==> config.mk <==
export PLATFORM = sky130hd
export DESIGN_NAME = uic_ctrl
export DESIGN_NICKNAME = d
export VERILOG_FILES = /design/src/uic_pkg.sv /design/src/uic_timeout.sv /design/src/uic_ctrl.sv
export SDC_FILE = /design/constraint.sdc
export NUM_CORES = 1
export LEC_CHECK = 0
export BUFFER_PORTS_ARGS = -buffer_cell sky130_fd_sc_hd__buf_2
export CAP_MARGIN = 10
export CELL_PAD_IN_SITES_DETAIL_PLACEMENT = 1
export CELL_PAD_IN_SITES_GLOBAL_PLACEMENT = 2
export CORE_MARGIN = 1
export CORE_UTILIZATION = 27
export DETAILED_ROUTE_END_ITERATION = 10
export PLACE_DENSITY_LB_ADDON = 0.1
export SLEW_MARGIN = 30
export SYNTH_ARGS = -nofsm -noshare
export SYNTH_HDL_FRONTEND = slang
export SYNTH_HIERARCHICAL = 1
export SYNTH_SLANG_ARGS = --single-unit
export TNS_END_PERCENT = 1
==> constraint.sdc <==
create_clock -name clock -period 1.8 [get_ports clock]
set_input_delay 0.18 -clock clock [delete_from_list [all_inputs] [get_ports clock]]
set_output_delay 0.18 -clock clock [all_outputs]
set_load 0.03 [all_outputs]
==> src/uic_pkg.sv <==
// package: register codes, field positions, reset values and timing for the uart interrupt block
package uic_pkg;

	// ------------------------------------------------------------
	// register selects on the parallel port
	// ------------------------------------------------------------
	localparam logic [2:0] REG_RX_TX   = 3'h0;
	localparam logic [2:0] REG_IEN     = 3'h1;
	localparam logic [2:0] REG_ISR_FCR = 3'h2;
	localparam logic [2:0] REG_LSR     = 3'h5;
	localparam logic [2:0] REG_MSR     = 3'h6;

	// ------------------------------------------------------------
	// interrupt enable fields
	// ------------------------------------------------------------
	localparam int IE_RX    = 0;
	localparam int IE_TX    = 1;
	localparam int IE_LINE  = 2;
	localparam int IE_MODEM = 3;
	localparam int IE_SLEEP = 4;
	localparam int IE_XOFF  = 5;
	localparam int IE_RTS   = 6;
	localparam int IE_CTS   = 7;
	localparam logic [7:0] IEN_RESET = 8'h00;

	// ------------------------------------------------------------
	// fifo control fields
	// ------------------------------------------------------------
	localparam int FC_EN    = 0;
	localparam int FC_RXRST = 1;
	localparam int FC_TXRST = 2;
	localparam int FC_DMA   = 3;
	localparam int FC_TXTRG = 4;
	localparam int FC_RXTRG = 6;
	localparam logic [1:0] TRIG_RESET = 2'h0;

	// ------------------------------------------------------------
	// interrupt status codes, bits 5..0
	// ------------------------------------------------------------
	localparam logic [5:0] CODE_LINE  = 6'h06;
	localparam logic [5:0] CODE_TOUT  = 6'h0C;
	localparam logic [5:0] CODE_RECEIVE_READY_PIN = 6'h04;
	localparam logic [5:0] CODE_TRANSMIT_READY_PIN = 6'h02;
	localparam logic [5:0] CODE_MODEM = 6'h00;
	localparam logic [5:0] CODE_XOFF  = 6'h10;
	localparam logic [5:0] CODE_FLOW  = 6'h20;
	localparam logic [5:0] CODE_NONE  = 6'h01;

	// ------------------------------------------------------------
	// receive time-out: four characters plus twelve bits, in bit times
	// ------------------------------------------------------------
	localparam int TOUT_CHARS = 4;
	localparam int TOUT_BITS  = 12;

	// trigger level for a two-bit select
	function automatic logic [4:0] trig_level(input logic [1:0] sel);
		unique case (sel)
			2'h0: trig_level = 5'h01;
			2'h1: trig_level = 5'h04;
			2'h2: trig_level = 5'h08;
			2'h3: trig_level = 5'h0E;
		endcase
	endfunction

endpackage

==> src/uic_timeout.sv <==
// receive time-out timer counted in bit ticks
`timescale 1ns/10ps
module uic_timeout #(
	parameter int CW = 8
) (
	// clock and reset
	input  wire logic          clock,
	input  wire logic          resetn,
	// control
	input  wire logic          bit_tick,
	input  wire logic          restart,
	input  wire logic          armed,
	input  wire logic [3:0]    char_bits,
	// result
	output logic               expired
);
	typedef struct packed {
		logic [CW-1:0] cnt;
		logic          exp;
	} uic_to_state_t;

	uic_to_state_t s_q, s_d;
	logic [CW-1:0] limit;

	// four character times plus twelve bit times
	assign limit = CW'(uic_pkg::TOUT_CHARS * char_bits + uic_pkg::TOUT_BITS);

	always_comb begin
		s_d = s_q;
		if (restart || !armed) begin
			s_d.cnt = '0;
			s_d.exp = 1'b0;
		end else if (bit_tick && !s_q.exp) begin
			s_d.cnt = s_q.cnt + CW'(1);
			if (s_q.cnt + CW'(1) >= limit)
				s_d.exp = 1'b1;
		end
	end

	always_ff @(posedge clock or negedge resetn) begin
		if (!resetn)
			s_q <= '0;
		else
			s_q <= s_d;
	end

	assign expired = s_q.exp;
endmodule // uic_timeout

==> src/uic_ctrl.sv <==
// interrupt enable, prioritised interrupt status and fifo control of one uart channel
// Notes on behaviour
// - receive-data enable raises interrupt on held character or fifo reaching trigger
// - transmit-ready fires on empty holder or below trigger; enabling while empty fires
// - overrun interrupts on receipt; parity, framing, break when faulty character read out
// - all eight interrupt enable bits reset to zero
// - upper four enable bits act only while enhanced bit 4 is set
// - rising edges of request-to-send output and clear-to-send input interrupt under auto flow
// - status read returns highest pending code; lower ones stay queued, except xoff and special, which any status read clears
// - codes: line 000110, time-out 001100, data ready 000100, transmit 000010
// - codes: modem 000000, xoff/special 010000, flow 100000, none 000001
// - time-out timer spans four characters plus twelve bit times
// - line clears on line status read, ready below trigger, time-out on receive read
// - transmit-ready clears on a status read that reports it or on transmit holding write
// - modem bits 0-3 raise modem interrupt; modem status read clears it and flow
// - xoff clears on status read or xon; special on status read or next character
// - status bit 0 reads 0 while pending, 1 when idle and at reset
// - status bits 7:6 read 11 with fifos enabled, 00 otherwise
// - status bits 4 and 5 active only while enhanced bit 4 set
// - fifo control bit 0 enables fifos; other bits ignored unless bit 0 set
// - receive fifo reset clears its pointers only, bit self-clears
// - transmit fifo reset clears its pointers only, bit self-clears
// - fifo control bit 3 selects dma mode for ready pins, default normal
// - transmit trigger from bits 5:4 only while enhanced bit 4 set, empty if last reload never passed trigger
// - trigger selects 00,01,10,11 give 1,4,8,14 characters
`timescale 1ns/10ps
module uic_ctrl #(
	parameter int FIFO_DEPTH = 16,
	parameter int TOUT_CW    = 8
) (
	// clock and reset
	input  wire logic       clock,
	input  wire logic       resetn,
	// parallel register port
	input  wire logic [2:0] addr,
	input  wire logic       rd,
	input  wire logic       wr,
	input  wire logic [7:0] wdata,
	output logic      [7:0] rdata,
	// enhanced function and flow config
	input  wire logic       enh_en,
	input  wire logic       auto_rts,
	input  wire logic       auto_cts,
	// receive path status
	input  wire logic [4:0] rx_count,
	input  wire logic       rx_char_in,
	input  wire logic       overrun,
	input  wire logic       head_error,
	input  wire logic       bit_tick,
	input  wire logic [3:0] char_bits,
	// transmit path status
	input  wire logic [4:0] tx_count,
	// modem and flow lines
	input  wire logic [3:0] modem_delta,
	input  wire logic       rts_out,
	input  wire logic       cts_in,
	// software flow detection
	input  wire logic       xoff_seen,
	input  wire logic       xon_seen,
	input  wire logic       special_seen,
	// control outputs
	output logic            irq,
	output logic            fifo_en,
	output logic            dma_mode,
	output logic            sleep_en,
	output logic            rx_fifo_reset,
	output logic            tx_fifo_reset,
	output logic      [4:0] rx_trigger,
	output logic      [4:0] tx_trigger,
	// ready pins, active low
	output logic            receive_ready_pin_n,
	output logic            transmit_ready_pin_n
);
	// ------------------------------------------------------------
	// state
	// ------------------------------------------------------------
	typedef struct packed {
		logic [7:0] ien;
		logic       fen;
		logic       dma;
		logic [1:0] rxsel;
		logic [1:0] txsel;
		logic       rxrst;
		logic       txrst;
		logic       line_p;
		logic       tx_p;
		logic       modem_p;
		logic       xoff_p;
		logic       spec_p;
		logic       flow_p;
		logic       rts_prev;
		logic       cts_prev;
		logic       tx_over;
		logic       tx_empty_prev;
		logic [5:0] latched;
	} uic_state_t;

	uic_state_t s_q, s_d;

	logic       tout;
	logic       rd_rx, wr_tx, rd_isr, wr_fcr, wr_ien, rd_lsr, rd_msr;
	logic       rx_src, tout_src, tx_below, tx_empty;
	logic       line_act, rx_act, tout_act, tx_act, modem_act, xoff_act, flow_act;
	logic [5:0] code;
	logic [4:0] rx_trig, tx_trig;

	// ------------------------------------------------------------
	// access decode
	// ------------------------------------------------------------
	assign rd_rx  = rd && addr == uic_pkg::REG_RX_TX;
	assign wr_tx  = wr && addr == uic_pkg::REG_RX_TX;
	assign wr_ien = wr && addr == uic_pkg::REG_IEN;
	assign rd_isr = rd && addr == uic_pkg::REG_ISR_FCR;
	assign wr_fcr = wr && addr == uic_pkg::REG_ISR_FCR;
	assign rd_lsr = rd && addr == uic_pkg::REG_LSR;
	assign rd_msr = rd && addr == uic_pkg::REG_MSR;

	assign rx_trig = uic_pkg::trig_level(s_q.rxsel);
	assign tx_trig = uic_pkg::trig_level(s_q.txsel);

	// ------------------------------------------------------------
	// receive time-out
	// ------------------------------------------------------------
	uic_timeout #(
		.CW(TOUT_CW)
	) u_tout (
		.clock     (clock),
		.resetn    (resetn),
		.bit_tick  (bit_tick),
		.restart   (rx_char_in || rd_rx),
		.armed     (s_q.fen && rx_count != 5'h00),
		.char_bits (char_bits),
		.expired   (tout)
	);

	// ------------------------------------------------------------
	// sources
	// ------------------------------------------------------------
	assign rx_src   = s_q.fen ? (rx_count >= rx_trig) : (rx_count != 5'h00);
	assign tout_src = tout;
	assign tx_empty = tx_count == 5'h00;
	// below trigger only if the last reload passed it; else wait for empty
	assign tx_below = s_q.fen ? (s_q.tx_over ? tx_count < tx_trig : tx_empty)
		: tx_empty;

	assign line_act  = s_q.ien[uic_pkg::IE_LINE]  && s_q.line_p;
	assign tout_act  = s_q.ien[uic_pkg::IE_RX]    && tout_src;
	assign rx_act    = s_q.ien[uic_pkg::IE_RX]    && rx_src;
	assign tx_act    = s_q.ien[uic_pkg::IE_TX]    && s_q.tx_p;
	assign modem_act = s_q.ien[uic_pkg::IE_MODEM] && s_q.modem_p;
	assign xoff_act  = enh_en && s_q.ien[uic_pkg::IE_XOFF]
		&& (s_q.xoff_p || s_q.spec_p);
	assign flow_act  = enh_en && s_q.flow_p;

	// priority encoder
	always_comb begin
		if (line_act)       code = uic_pkg::CODE_LINE;
		else if (tout_act)  code = uic_pkg::CODE_TOUT;
		else if (rx_act)    code = uic_pkg::CODE_RECEIVE_READY_PIN;
		else if (tx_act)    code = uic_pkg::CODE_TRANSMIT_READY_PIN;
		else if (modem_act) code = uic_pkg::CODE_MODEM;
		else if (xoff_act)  code = uic_pkg::CODE_XOFF;
		else if (flow_act)  code = uic_pkg::CODE_FLOW;
		else                code = uic_pkg::CODE_NONE;
	end

	// ------------------------------------------------------------
	// next state
	// ------------------------------------------------------------
	always_comb begin
		s_d = s_q;
		s_d.rxrst = 1'b0;
		s_d.txrst = 1'b0;
		s_d.rts_prev = rts_out;
		s_d.cts_prev = cts_in;
		s_d.tx_empty_prev = tx_below;

		if (wr_ien) begin
			s_d.ien[3:0] = wdata[3:0];
			if (enh_en)
				s_d.ien[7:4] = wdata[7:4];
			// enabling while already empty fires at once
			if (wdata[uic_pkg::IE_TX] && !s_q.ien[uic_pkg::IE_TX] && tx_below)
				s_d.tx_p = 1'b1;
		end

		if (wr_fcr) begin
			s_d.fen = wdata[uic_pkg::FC_EN];
			if (wdata[uic_pkg::FC_EN]) begin
				s_d.rxrst = wdata[uic_pkg::FC_RXRST];
				s_d.txrst = wdata[uic_pkg::FC_TXRST];
				s_d.dma   = wdata[uic_pkg::FC_DMA];
				s_d.rxsel = wdata[uic_pkg::FC_RXTRG +: 2];
				if (enh_en)
					s_d.txsel = wdata[uic_pkg::FC_TXTRG +: 2];
			end
		end

		// transmit reload tracking: did the fifo pass its trigger
		if (tx_empty)
			s_d.tx_over = 1'b0;
		else if (tx_count > tx_trig)
			s_d.tx_over = 1'b1;

		// clears first, sets after so a coincident event wins
		if (rd_lsr)
			s_d.line_p = 1'b0;
		if (rd_isr && code == uic_pkg::CODE_TRANSMIT_READY_PIN || wr_tx)
			s_d.tx_p = 1'b0;
		if (rd_msr) begin
			s_d.modem_p = 1'b0;
			s_d.flow_p  = 1'b0;
		end
		if (rd_isr || xon_seen)
			s_d.xoff_p = 1'b0;
		if (rd_isr || (rx_char_in && s_q.spec_p && !special_seen))
			s_d.spec_p = 1'b0;

		if (overrun || (rd_rx && head_error))
			s_d.line_p = 1'b1;
		if (tx_below && !s_q.tx_empty_prev)
			s_d.tx_p = 1'b1;
		if (|modem_delta)
			s_d.modem_p = 1'b1;
		if (xoff_seen)
			s_d.xoff_p = 1'b1;
		if (special_seen)
			s_d.spec_p = 1'b1;
		if ((auto_rts && s_q.ien[uic_pkg::IE_RTS] && rts_out && !s_q.rts_prev)
			|| (auto_cts && s_q.ien[uic_pkg::IE_CTS] && cts_in && !s_q.cts_prev))
			s_d.flow_p = 1'b1;

		// record the code reported by a status read in latched
		if (rd_isr)
			s_d.latched = code;
	end

	always_ff @(posedge clock or negedge resetn) begin
		if (!resetn) begin
			s_q         <= '0;
			s_q.ien     <= uic_pkg::IEN_RESET;
			s_q.rxsel   <= uic_pkg::TRIG_RESET;
			s_q.txsel   <= uic_pkg::TRIG_RESET;
			s_q.latched <= uic_pkg::CODE_NONE;
			// fifo starts empty: no false transmit edge after reset
			s_q.tx_empty_prev <= 1'b1;
		end else begin
			s_q <= s_d;
		end
	end

	// ------------------------------------------------------------
	// outputs
	// ------------------------------------------------------------
	always_comb begin
		rdata = 8'h00;
		unique case (addr)
			uic_pkg::REG_IEN:     rdata = s_q.ien;
			uic_pkg::REG_ISR_FCR: rdata = {{2{s_q.fen}}, code};
			default:              rdata = 8'h00;
		endcase
	end

	assign irq           = code != uic_pkg::CODE_NONE;
	assign fifo_en       = s_q.fen;
	assign dma_mode      = s_q.dma;
	assign sleep_en      = enh_en && s_q.ien[uic_pkg::IE_SLEEP];
	assign rx_fifo_reset = s_q.rxrst;
	assign tx_fifo_reset = s_q.txrst;
	assign rx_trigger    = rx_trig;
	assign tx_trigger    = tx_trig;
	// mode 0: single character; mode 1: trigger / fill based
	assign receive_ready_pin_n  = s_q.dma ? !(rx_src || tout) : (rx_count == 5'h00);
	assign transmit_ready_pin_n = s_q.dma ? (tx_count >= 5'(FIFO_DEPTH)) : !tx_empty;
endmodule // uic_ctrl

==> results of run 1 <==
-- layer usage --
layer	global-route usage (%)	part of all wire, %	vias to the layer above
met5	0	0	-
met4	5.38	1.4	0
met3	2.36	3.7	7
met2	26.6	47	45
met1	21.5	48	971
li1	-	-	1037
-- report_power, final --
group / internal, mW / switching (mW) / total (mW)
Combinational: 0.371 / 0.462 / 0.834
Clock: 0.553 / 0.316 / 0.869
Sequential: 0.879 / 0.105 / 0.984
Total: 1.80 / 0.884 / 2.69
-- cells in the mapped netlist (2+ instances only) --
cell type / n / share of area (%)
buf_4: 2 / 0.67
a211oi_1: 2 / 0.67
o21ai_0: 12 / 2.7
o21a_1: 2 / 0.67
nor4_1: 2 / 0.56
xor2_1: 9 / 3.5
a31o_2: 2 / 0.78
nand2_1: 33 / 5.5
mux2_2: 7 / 3.5
a32o_1: 3 / 1.3
dfrtp_1: 34 / 38
xnor2_1: 5 / 1.9
a31oi_1: 3 / 0.83
nand4b_1: 2 / 0.78
nand3_1: 10 / 2.2
inv_1: 16 / 2.7
a22o_1: 2 / 0.78
clkbuf_1: 6 / 1.0
a21oi_1: 8 / 1.8
nor2b_1: 3 / 0.83
or3_1: 2 / 0.56
nor2_1: 18 / 3.0
mux2_4: 2 / 1.3
and3_1: 2 / 0.56
ha_1: 16 / 8.9
nor3_1: 2 / 0.44
nand2b_1: 5 / 1.4
nand4_1: 2 / 0.56
and2_1: 7 / 1.9
o221ai_1: 2 / 0.78
-- through the flow --
| stage | utilization (%) | setup TNS, ns |
|---|---|---|
| after global routing | 39.7 | -4.69 |
| after global placement | 36.2 | -2.24 |
| after floorplan | - | -1.71 |
| after detailed placement | 36.2 | -2.62 |
| final | 39.7 | -3.41 |
| after CTS | 39.5 | -4.33 |
-- timing repair --
item	in CTS	in global routing
setup endpoints to repair	9	9
endpoints found under the hold margin	36	0
resized for setup	20	6
pin swaps	7	5
hold buffers	3	0
gates cloned	0	0
setup buffers	3	0
-- kinds of logic (layout without fill, tap and decap cells) --
kind of cell    after synthesis  after routing
xor+xnor                     14             14
buf+inv                      27            121
simple gates                 97             97
compound gates               46             46
other cells                   1              2
mux                           9              9
fa+ha+maj                    16             16
flops                        35             35
-- cell type report --
class | instances | share of cell area [%]
multi-input cells | 184 | 42.3
clock buffers | 5 | 2.20
flip-flops and latches | 35 | 28.1
clock inverters | 3 | 2.16
well taps | 102 | 4.07
inverters | 17 | 2.04
repair buffers | 96 | 19.2
-- critical path, stage by stage, from the launching register on --
cell and delay, ns:
dfrtp_1 0.42, nor2_4 0.15, ha_4 0.21, nand2b_4 0.13, a211oi_2 0.17, o211ai_1 0.15, a21oi_2 0.19, buf_6 0.13
a32o_2 0.17, buf_6 0.13
-- final timing paths --
path	startpoint	end	slack [ns]	depth (start not counted)
worst max-delay path	s_q[20]	rdata[5]	-0.53	9
worst min-delay path	xoff_seen	s_q[12]	0.07	2
worst max register to register	u_tout/s_q[2]	u_tout/expired	-0.05	7
worst min register to register	s_q[13]	s_q[13]	0.50	2
max in group asynchronous	resetn	s_q[21]	0.98	3
min in group asynchronous	resetn	s_q[28]	0.44	3
-- flip-flops by register name, indices dropped and copies added, names as in the netlist --
register / count
dma_mode: 1
u_tout/expired: 1
s_q: 22
fifo_en: 1
u_tout/s_q: 8
tx_fifo_reset: 1
rx_fifo_reset: 1
==> summary.md, run 1 <==
| Metric | Value |
|---|---|
| FP Rows | 32 |
| Vias/cell | 4.66 |
| ANT cells | 0 |
| Final Hold Viols | 0 |
| Total die area | 0.00872 mm^2 |
| H-Tree Depth | 2 |
| Fin cells | 442 |
| CTS tree | yes |
| Routed wire per std cell | 14.6 um |
| Vert. Die Dim | 93.4 um |
| Root Buffer | clkbuf_8 |
| I/O Pins | 71 |
| Multi-input logic area | 0.00133 mm^2 |
| Register area | 880 um^2 |
| RSZ-0062 raised after global routing | yes |
| CP Max Fanout | 5 |
| Crit Path Category | flop to primary output |
| Combinational family with the most area after synthesis | simple AND/OR/NAND/NOR gates |
| Placed inst area | 0.00285 mm^2 |
| WP data arrival | 2.15 ns |
| Synth Area in Simple Gates | 22.2% |
| Post-synth EDFFs | 0 |
| Failing checks | negative setup slack |
| Min Tclk post-route | 2.33 ns |
| Total GRT Usage | 16.1% |
| Required time of the critical path | 1.62 ns |
| VDD IR max | 0.000418 V |
| Post-synth ARST share | 100% |
| Mapped Area | 0.00225 mm^2 |
| Clk Latency, worst-skew pair | 0.29 ns |
| Post-Synthesis Cells | 245 |
| Synthesized flop and latch total | 35 |
| Status | finished with violations |
| Startpoint Class | flop |
| Worst Slack Setup Final | -0.526 ns |
| CTS sink cnt | 35 |
| Hold Slack | 0.0731 ns |
| Most frequent cells in the layout | buf_2, nand2_1, dfrtp_1 |
| Final-report max-slew violation count | 0 |
| CTS max path bufs | 2 |
| Pre-CTS setup slack | -0.395 ns |
| Final ANT Viol Nets | 0 |
| MaxCap Viol Count | 0 |
| Adder-cell area share of the yosys netlist | 8.88% |
| Library cells used by synthesis | 54 |
| First-pass GRT wire length | 10600 um |
| Power, Total | 2.69 mW |
| Initial Util | 28.6% |
| # setup viols final | 8 |
| Seq/Total Area, Yosys | 38.9% |
| HP Class | input pin to flop |
| GRT Residual Overflow | 0 |
| Clock skew | 0.00471 ns |
| Fin crit share | 129% |
| Via count | 2060 |
| Clock transition at path regs | 0.08 ns |
| Share of layout cells above drive strength 1 | 40.6% |
| Area growth from synthesis to layout | 39.1% |
| Static leakage | 1.55 nW |
| Placeable Area | 0.00789 mm^2 |
| Port Buffers | 68 |
| Antenna violations before repair | 0 |
| Syn_area_per_cell | 9.20 um^2 |
| Pwr/cell area | 857 mW/mm^2 |
| Largest net degree at the start of global routing | 36 |
| Gpl congestion | 0.785 |
| Fmax | 430 MHz |
| Vias in the first global route | 2143 |
| Die width | 93.4 um |
| Initial DRC Count | 62 |
| Top_reg_cell synth | dfrtp_1 |
| Most common cell after layout, fill and taps aside | buf_2 |
| Critical path endpoint category | primary output |
| Cts bufs inserted | 5 |
| Post-route cell area | 0.00313 mm^2 |
| Placed cell count | 428 |
| # nets final | 400 |
| Post-synthesis mux area share | 4.83% |
| DRC | 0 |
| XOR/XNOR share of the synthesized area | 5.44% |
| Layout fillers | 944 |
| Yosys warnings | 6 |
| HPWL Detailed | 5200 um |
| Router iterations before antenna repair | 4 |
| Compound-cell area share of the yosys netlist | 14.4% |
| Drt total wl | 6460 um |
(Power assumes the default switching activity.)
==> inputs of run 2 (changes only) <==
--- a/config.mk
+++ b/config.mk
@@ -13,9 +13,10 @@
 export CORE_UTILIZATION = 27
 export DETAILED_ROUTE_END_ITERATION = 10
 export PLACE_DENSITY_LB_ADDON = 0.1
+export RECOVER_POWER = 100
+export SKIP_CTS_REPAIR_TIMING = 1
 export SLEW_MARGIN = 30
 export SYNTH_ARGS = -nofsm -noshare
 export SYNTH_HDL_FRONTEND = slang
-export SYNTH_HIERARCHICAL = 1
 export SYNTH_SLANG_ARGS = --single-unit
 export TNS_END_PERCENT = 1
==> run 2 against run 1 <==
The flow still finishes with violations (negative setup slack); non-clock buffer count increased by 20; critical path depth decreased by 1; highest routed layer unchanged; hold slack got worse by 0.054 ns; critical endpoint unchanged; sequential share of layout area decreased by 0.91 points; register-to-register slack got worse by 0.24 ns; count of clock-buffer cells in the layout increased by 1; maximum frequency decreased by 13%.
==> summary.md, run 2 <==
| Metric | Value |
|---|---|
| I/O Pins | 71 (unchanged) |
| Vias in the first global route | 2272 (+6.0%) |
| Synth top area cells | dfrtp_1, ha_1, nand2_1 |
| Post-synthesis mux area share | 4.47% (-0.36 points) |
| Port Buffers | 68 (unchanged) |
| CTS sink cnt | 35 (unchanged) |
| Placed cell count | 459 (+7.2%) |
| Initial DRC Count | 44 (-29%) |
| ANT cells | 0 (unchanged) |
| Die width | 93.7 um (+0.33%) |
| Final ANT Viol Nets | 0 (unchanged) |
| Worst-margin pin slew | 0.934 ns |
| Compound-cell area share of the yosys netlist | 16.0% (+1.6 points) |
| Required time of the critical path | 1.62 ns (about the same) |
| CP Max Fanout | 3 (-2) |
| Relative slew slack | 37.7% |
| Adder-cell area share of the yosys netlist | 8.83% (-0.059 points) |
| HP Class | input pin to flop |
| Clock skew | 0.00718 ns (+0.00247 ns) |
| # setup viols final | 10 (+2) |
| Placed inst area | 0.00309 mm^2 (+8.5%) |
| Final Hold Viols | 0 (unchanged) |
| FP Rows | 33 (+3.1%) |
| Most common cell after layout, fill and taps aside | buf_2 |
| Top_reg_cell synth | dfrtp_1 |
| Total GRT Usage | 16.6% (+0.53 points) |
| Post-synth EDFFs | 0 (unchanged) |
| Post-Synthesis Cells | 248 (+1.2%) |
| Top-count cell post-synth | dfrtp_1 |
| Synth top area share | 37.5% (-0.25 points) |
| Area growth from synthesis to layout | 42.4% |
| HPWL Detailed | 5530 um (+6.4%) |
| Startpoint Class | flop |
| Vias/cell | 4.73 (+1.6%) |
| Seq/Total Area, Yosys | 38.7% (-0.26 points) |
| Initial Util | 27.7% (-0.82 points) |
| Failing checks | negative setup slack |
| Combinational family with the most area after synthesis | simple AND/OR/NAND/NOR gates |
| Cts bufs inserted | 5 (unchanged) |
| Min Tclk post-route | 2.66 ns (+0.336 ns) |
| Hold Slack | 0.0193 ns (-0.0538 ns) |
| MaxCap Viol Count | 0 (unchanged) |
| Clock transition at path regs | 0.07 ns (about the same) |
| Largest net degree at the start of global routing | 36 (unchanged) |
| Synth area leader | dfrtp_1 |
| Most frequent cells in the layout | buf_2, buf_4, dfrtp_1 |
| Pre-CTS setup slack | -0.587 ns (-0.192 ns) |
| Antenna violations before repair | 0 (unchanged) |
| Placeable Area | 0.00818 mm^2 (+3.6%) |
| # nets final | 423 (+5.8%) |
| Fin crit share | 148% (+19 points) |
| Via count | 2206 (+7.1%) |
| CTS tree | yes |
| DRC | 0 (unchanged) |
| Yosys warnings | 0 (-6) |
| Gpl congestion | 0.824 (+5.0%) |
| XOR/XNOR share of the synthesized area | 5.41% (-0.036 points) |
| First-pass GRT wire length | 11100 um (+4.7%) |
| Status | finished with violations |
| Share of layout cells above drive strength 1 | 39.6% (-0.98 points) |
| Static leakage | 1.56 nW (+0.34%) |
| Synthesized flop and latch total | 35 (unchanged) |
| H-Tree Depth | 2 (unchanged) |
| Drt total wl | 6800 um (+5.3%) |
| Vert. Die Dim | 93.7 um (+0.33%) |
| WP data arrival | 2.48 ns (+0.33 ns) |
| Pwr/cell area | 763 mW/mm^2 (-11%) |
| Max reg flops | 22 (unchanged) |
| Largest regs | s_q: 22 flops, u_tout.s_q: 8 flops |
| VDD IR max | 0.000330 V (-21%) |
| RSZ-0062 raised after global routing | yes |
| Fin cells | 466 (+5.4%) |
| CTS max path bufs | 2 (unchanged) |
| Worst Slack Setup Final | -0.862 ns (-0.336 ns) |
| Largest register by flop count | s_q |
| Crit Path Category | flop to primary output |
| Router iterations before antenna repair | 4 (unchanged) |
| Most frequent cells after synthesis | dfrtp_1, nand2_1, nor2_1 |
| Finished Core Util | 39.5% (-0.22 points) |
| Routed wire per std cell | 14.6 um (-0.14%) |
| Mapped Area | 0.00227 mm^2 (+0.67%) |
| Syn_area_per_cell | 9.15 um^2 (-0.55%) |
| Fmax | 376 MHz (-13%) |
| Synth Area in Simple Gates | 21.8% (-0.37 points) |
| Post-synth ARST share | 100% (unchanged) |
| Final-report max-slew violation count | 0 (unchanged) |
| Total die area | 0.00877 mm^2 (+0.65%) |
| Critical path endpoint category | primary output |
| Post-route cell area | 0.00323 mm^2 (+3.1%) |
| Root Buffer | clkbuf_8 |
| Clk Latency, worst-skew pair | 0.28 ns (about the same) |
| GRT Residual Overflow | 0 (unchanged) |
| Library cells used by synthesis | 53 (-1.9%) |
## run 2: final timing paths
kind	start	end	slack, ns	cells past startpoint
setup / recovery	s_q[20]	rdata[5]	-0.86	8
hold / removal	cts_in	s_q[8]	0.02	1
hold reg to reg	s_q[7]	s_q[7]	0.49	1
setup reg to reg	s_q[18]	s_q[14]	-0.29	7
max in group asynchronous	resetn	s_q[14]	0.57	3
min in group asynchronous	resetn	tx_fifo_reset	0.65	3
## run 2: layout make-up
| class | instances | area [um^2] |
|---|---|---|
| fillers | 994 | 4940 |
| multi-input cells | 188 | 1390 |
| flip-flops and latches | 35 | 877 |
| repair buffers | 116 | 701 |
| well taps | 105 | 131 |
| clock buffers | 6 | 72.6 |
| inverters | 16 | 60.1 |
## run 2: metal layers
| metal | track usage [%] | share of wire, % |
|---|---|---|
| met1 | 22.8 | 48 |
| met2 | 26.8 | 46 |
| met3 | 3.32 | 5.1 |
| met4 | 4.23 | 0.81 |
| met5 | 0 | 0 |
## run 2: critical path, cell delays in order (launching register included)
cell and delay [ns]:
dfrtp_1 0.41, nor2_4 0.15, ha_4 0.21, nand2b_4 0.12, a211o_1 0.30, a2111o_1 0.42, and2_4 0.18, o41ai_4 0.19
buf_4 0.20
## run 2: per-stage QoR
stage / setup TNS [ns] / total power, mW
after floorplan: -4.80 / 1.49
after global placement: -3.68 / 1.90
after detailed placement: -3.74 / 1.91
after CTS: -6.11 / 2.46
after global routing: -6.60 / 2.62
final: -5.50 / 2.47
## run 2: power breakdown
part / total, mW / internal, mW / switching [mW]
registers: 0.973 / 0.879 / 0.0934
clock network: 0.541 / 0.258 / 0.282
logic: 0.953 / 0.427 / 0.526
total: 2.47 / 1.56 / 0.901
## run 2: cells by family after synthesis
kind of cell             count (synthesis)
AND/OR/NAND/NOR                         97
AO/OA/AOI/OAI                           50
flip-flops                              35
buffers and inverters                   26
adder cells (fa/ha/maj)                 16
XOR/XNOR                                14
multiplexers                             9
other                                    1
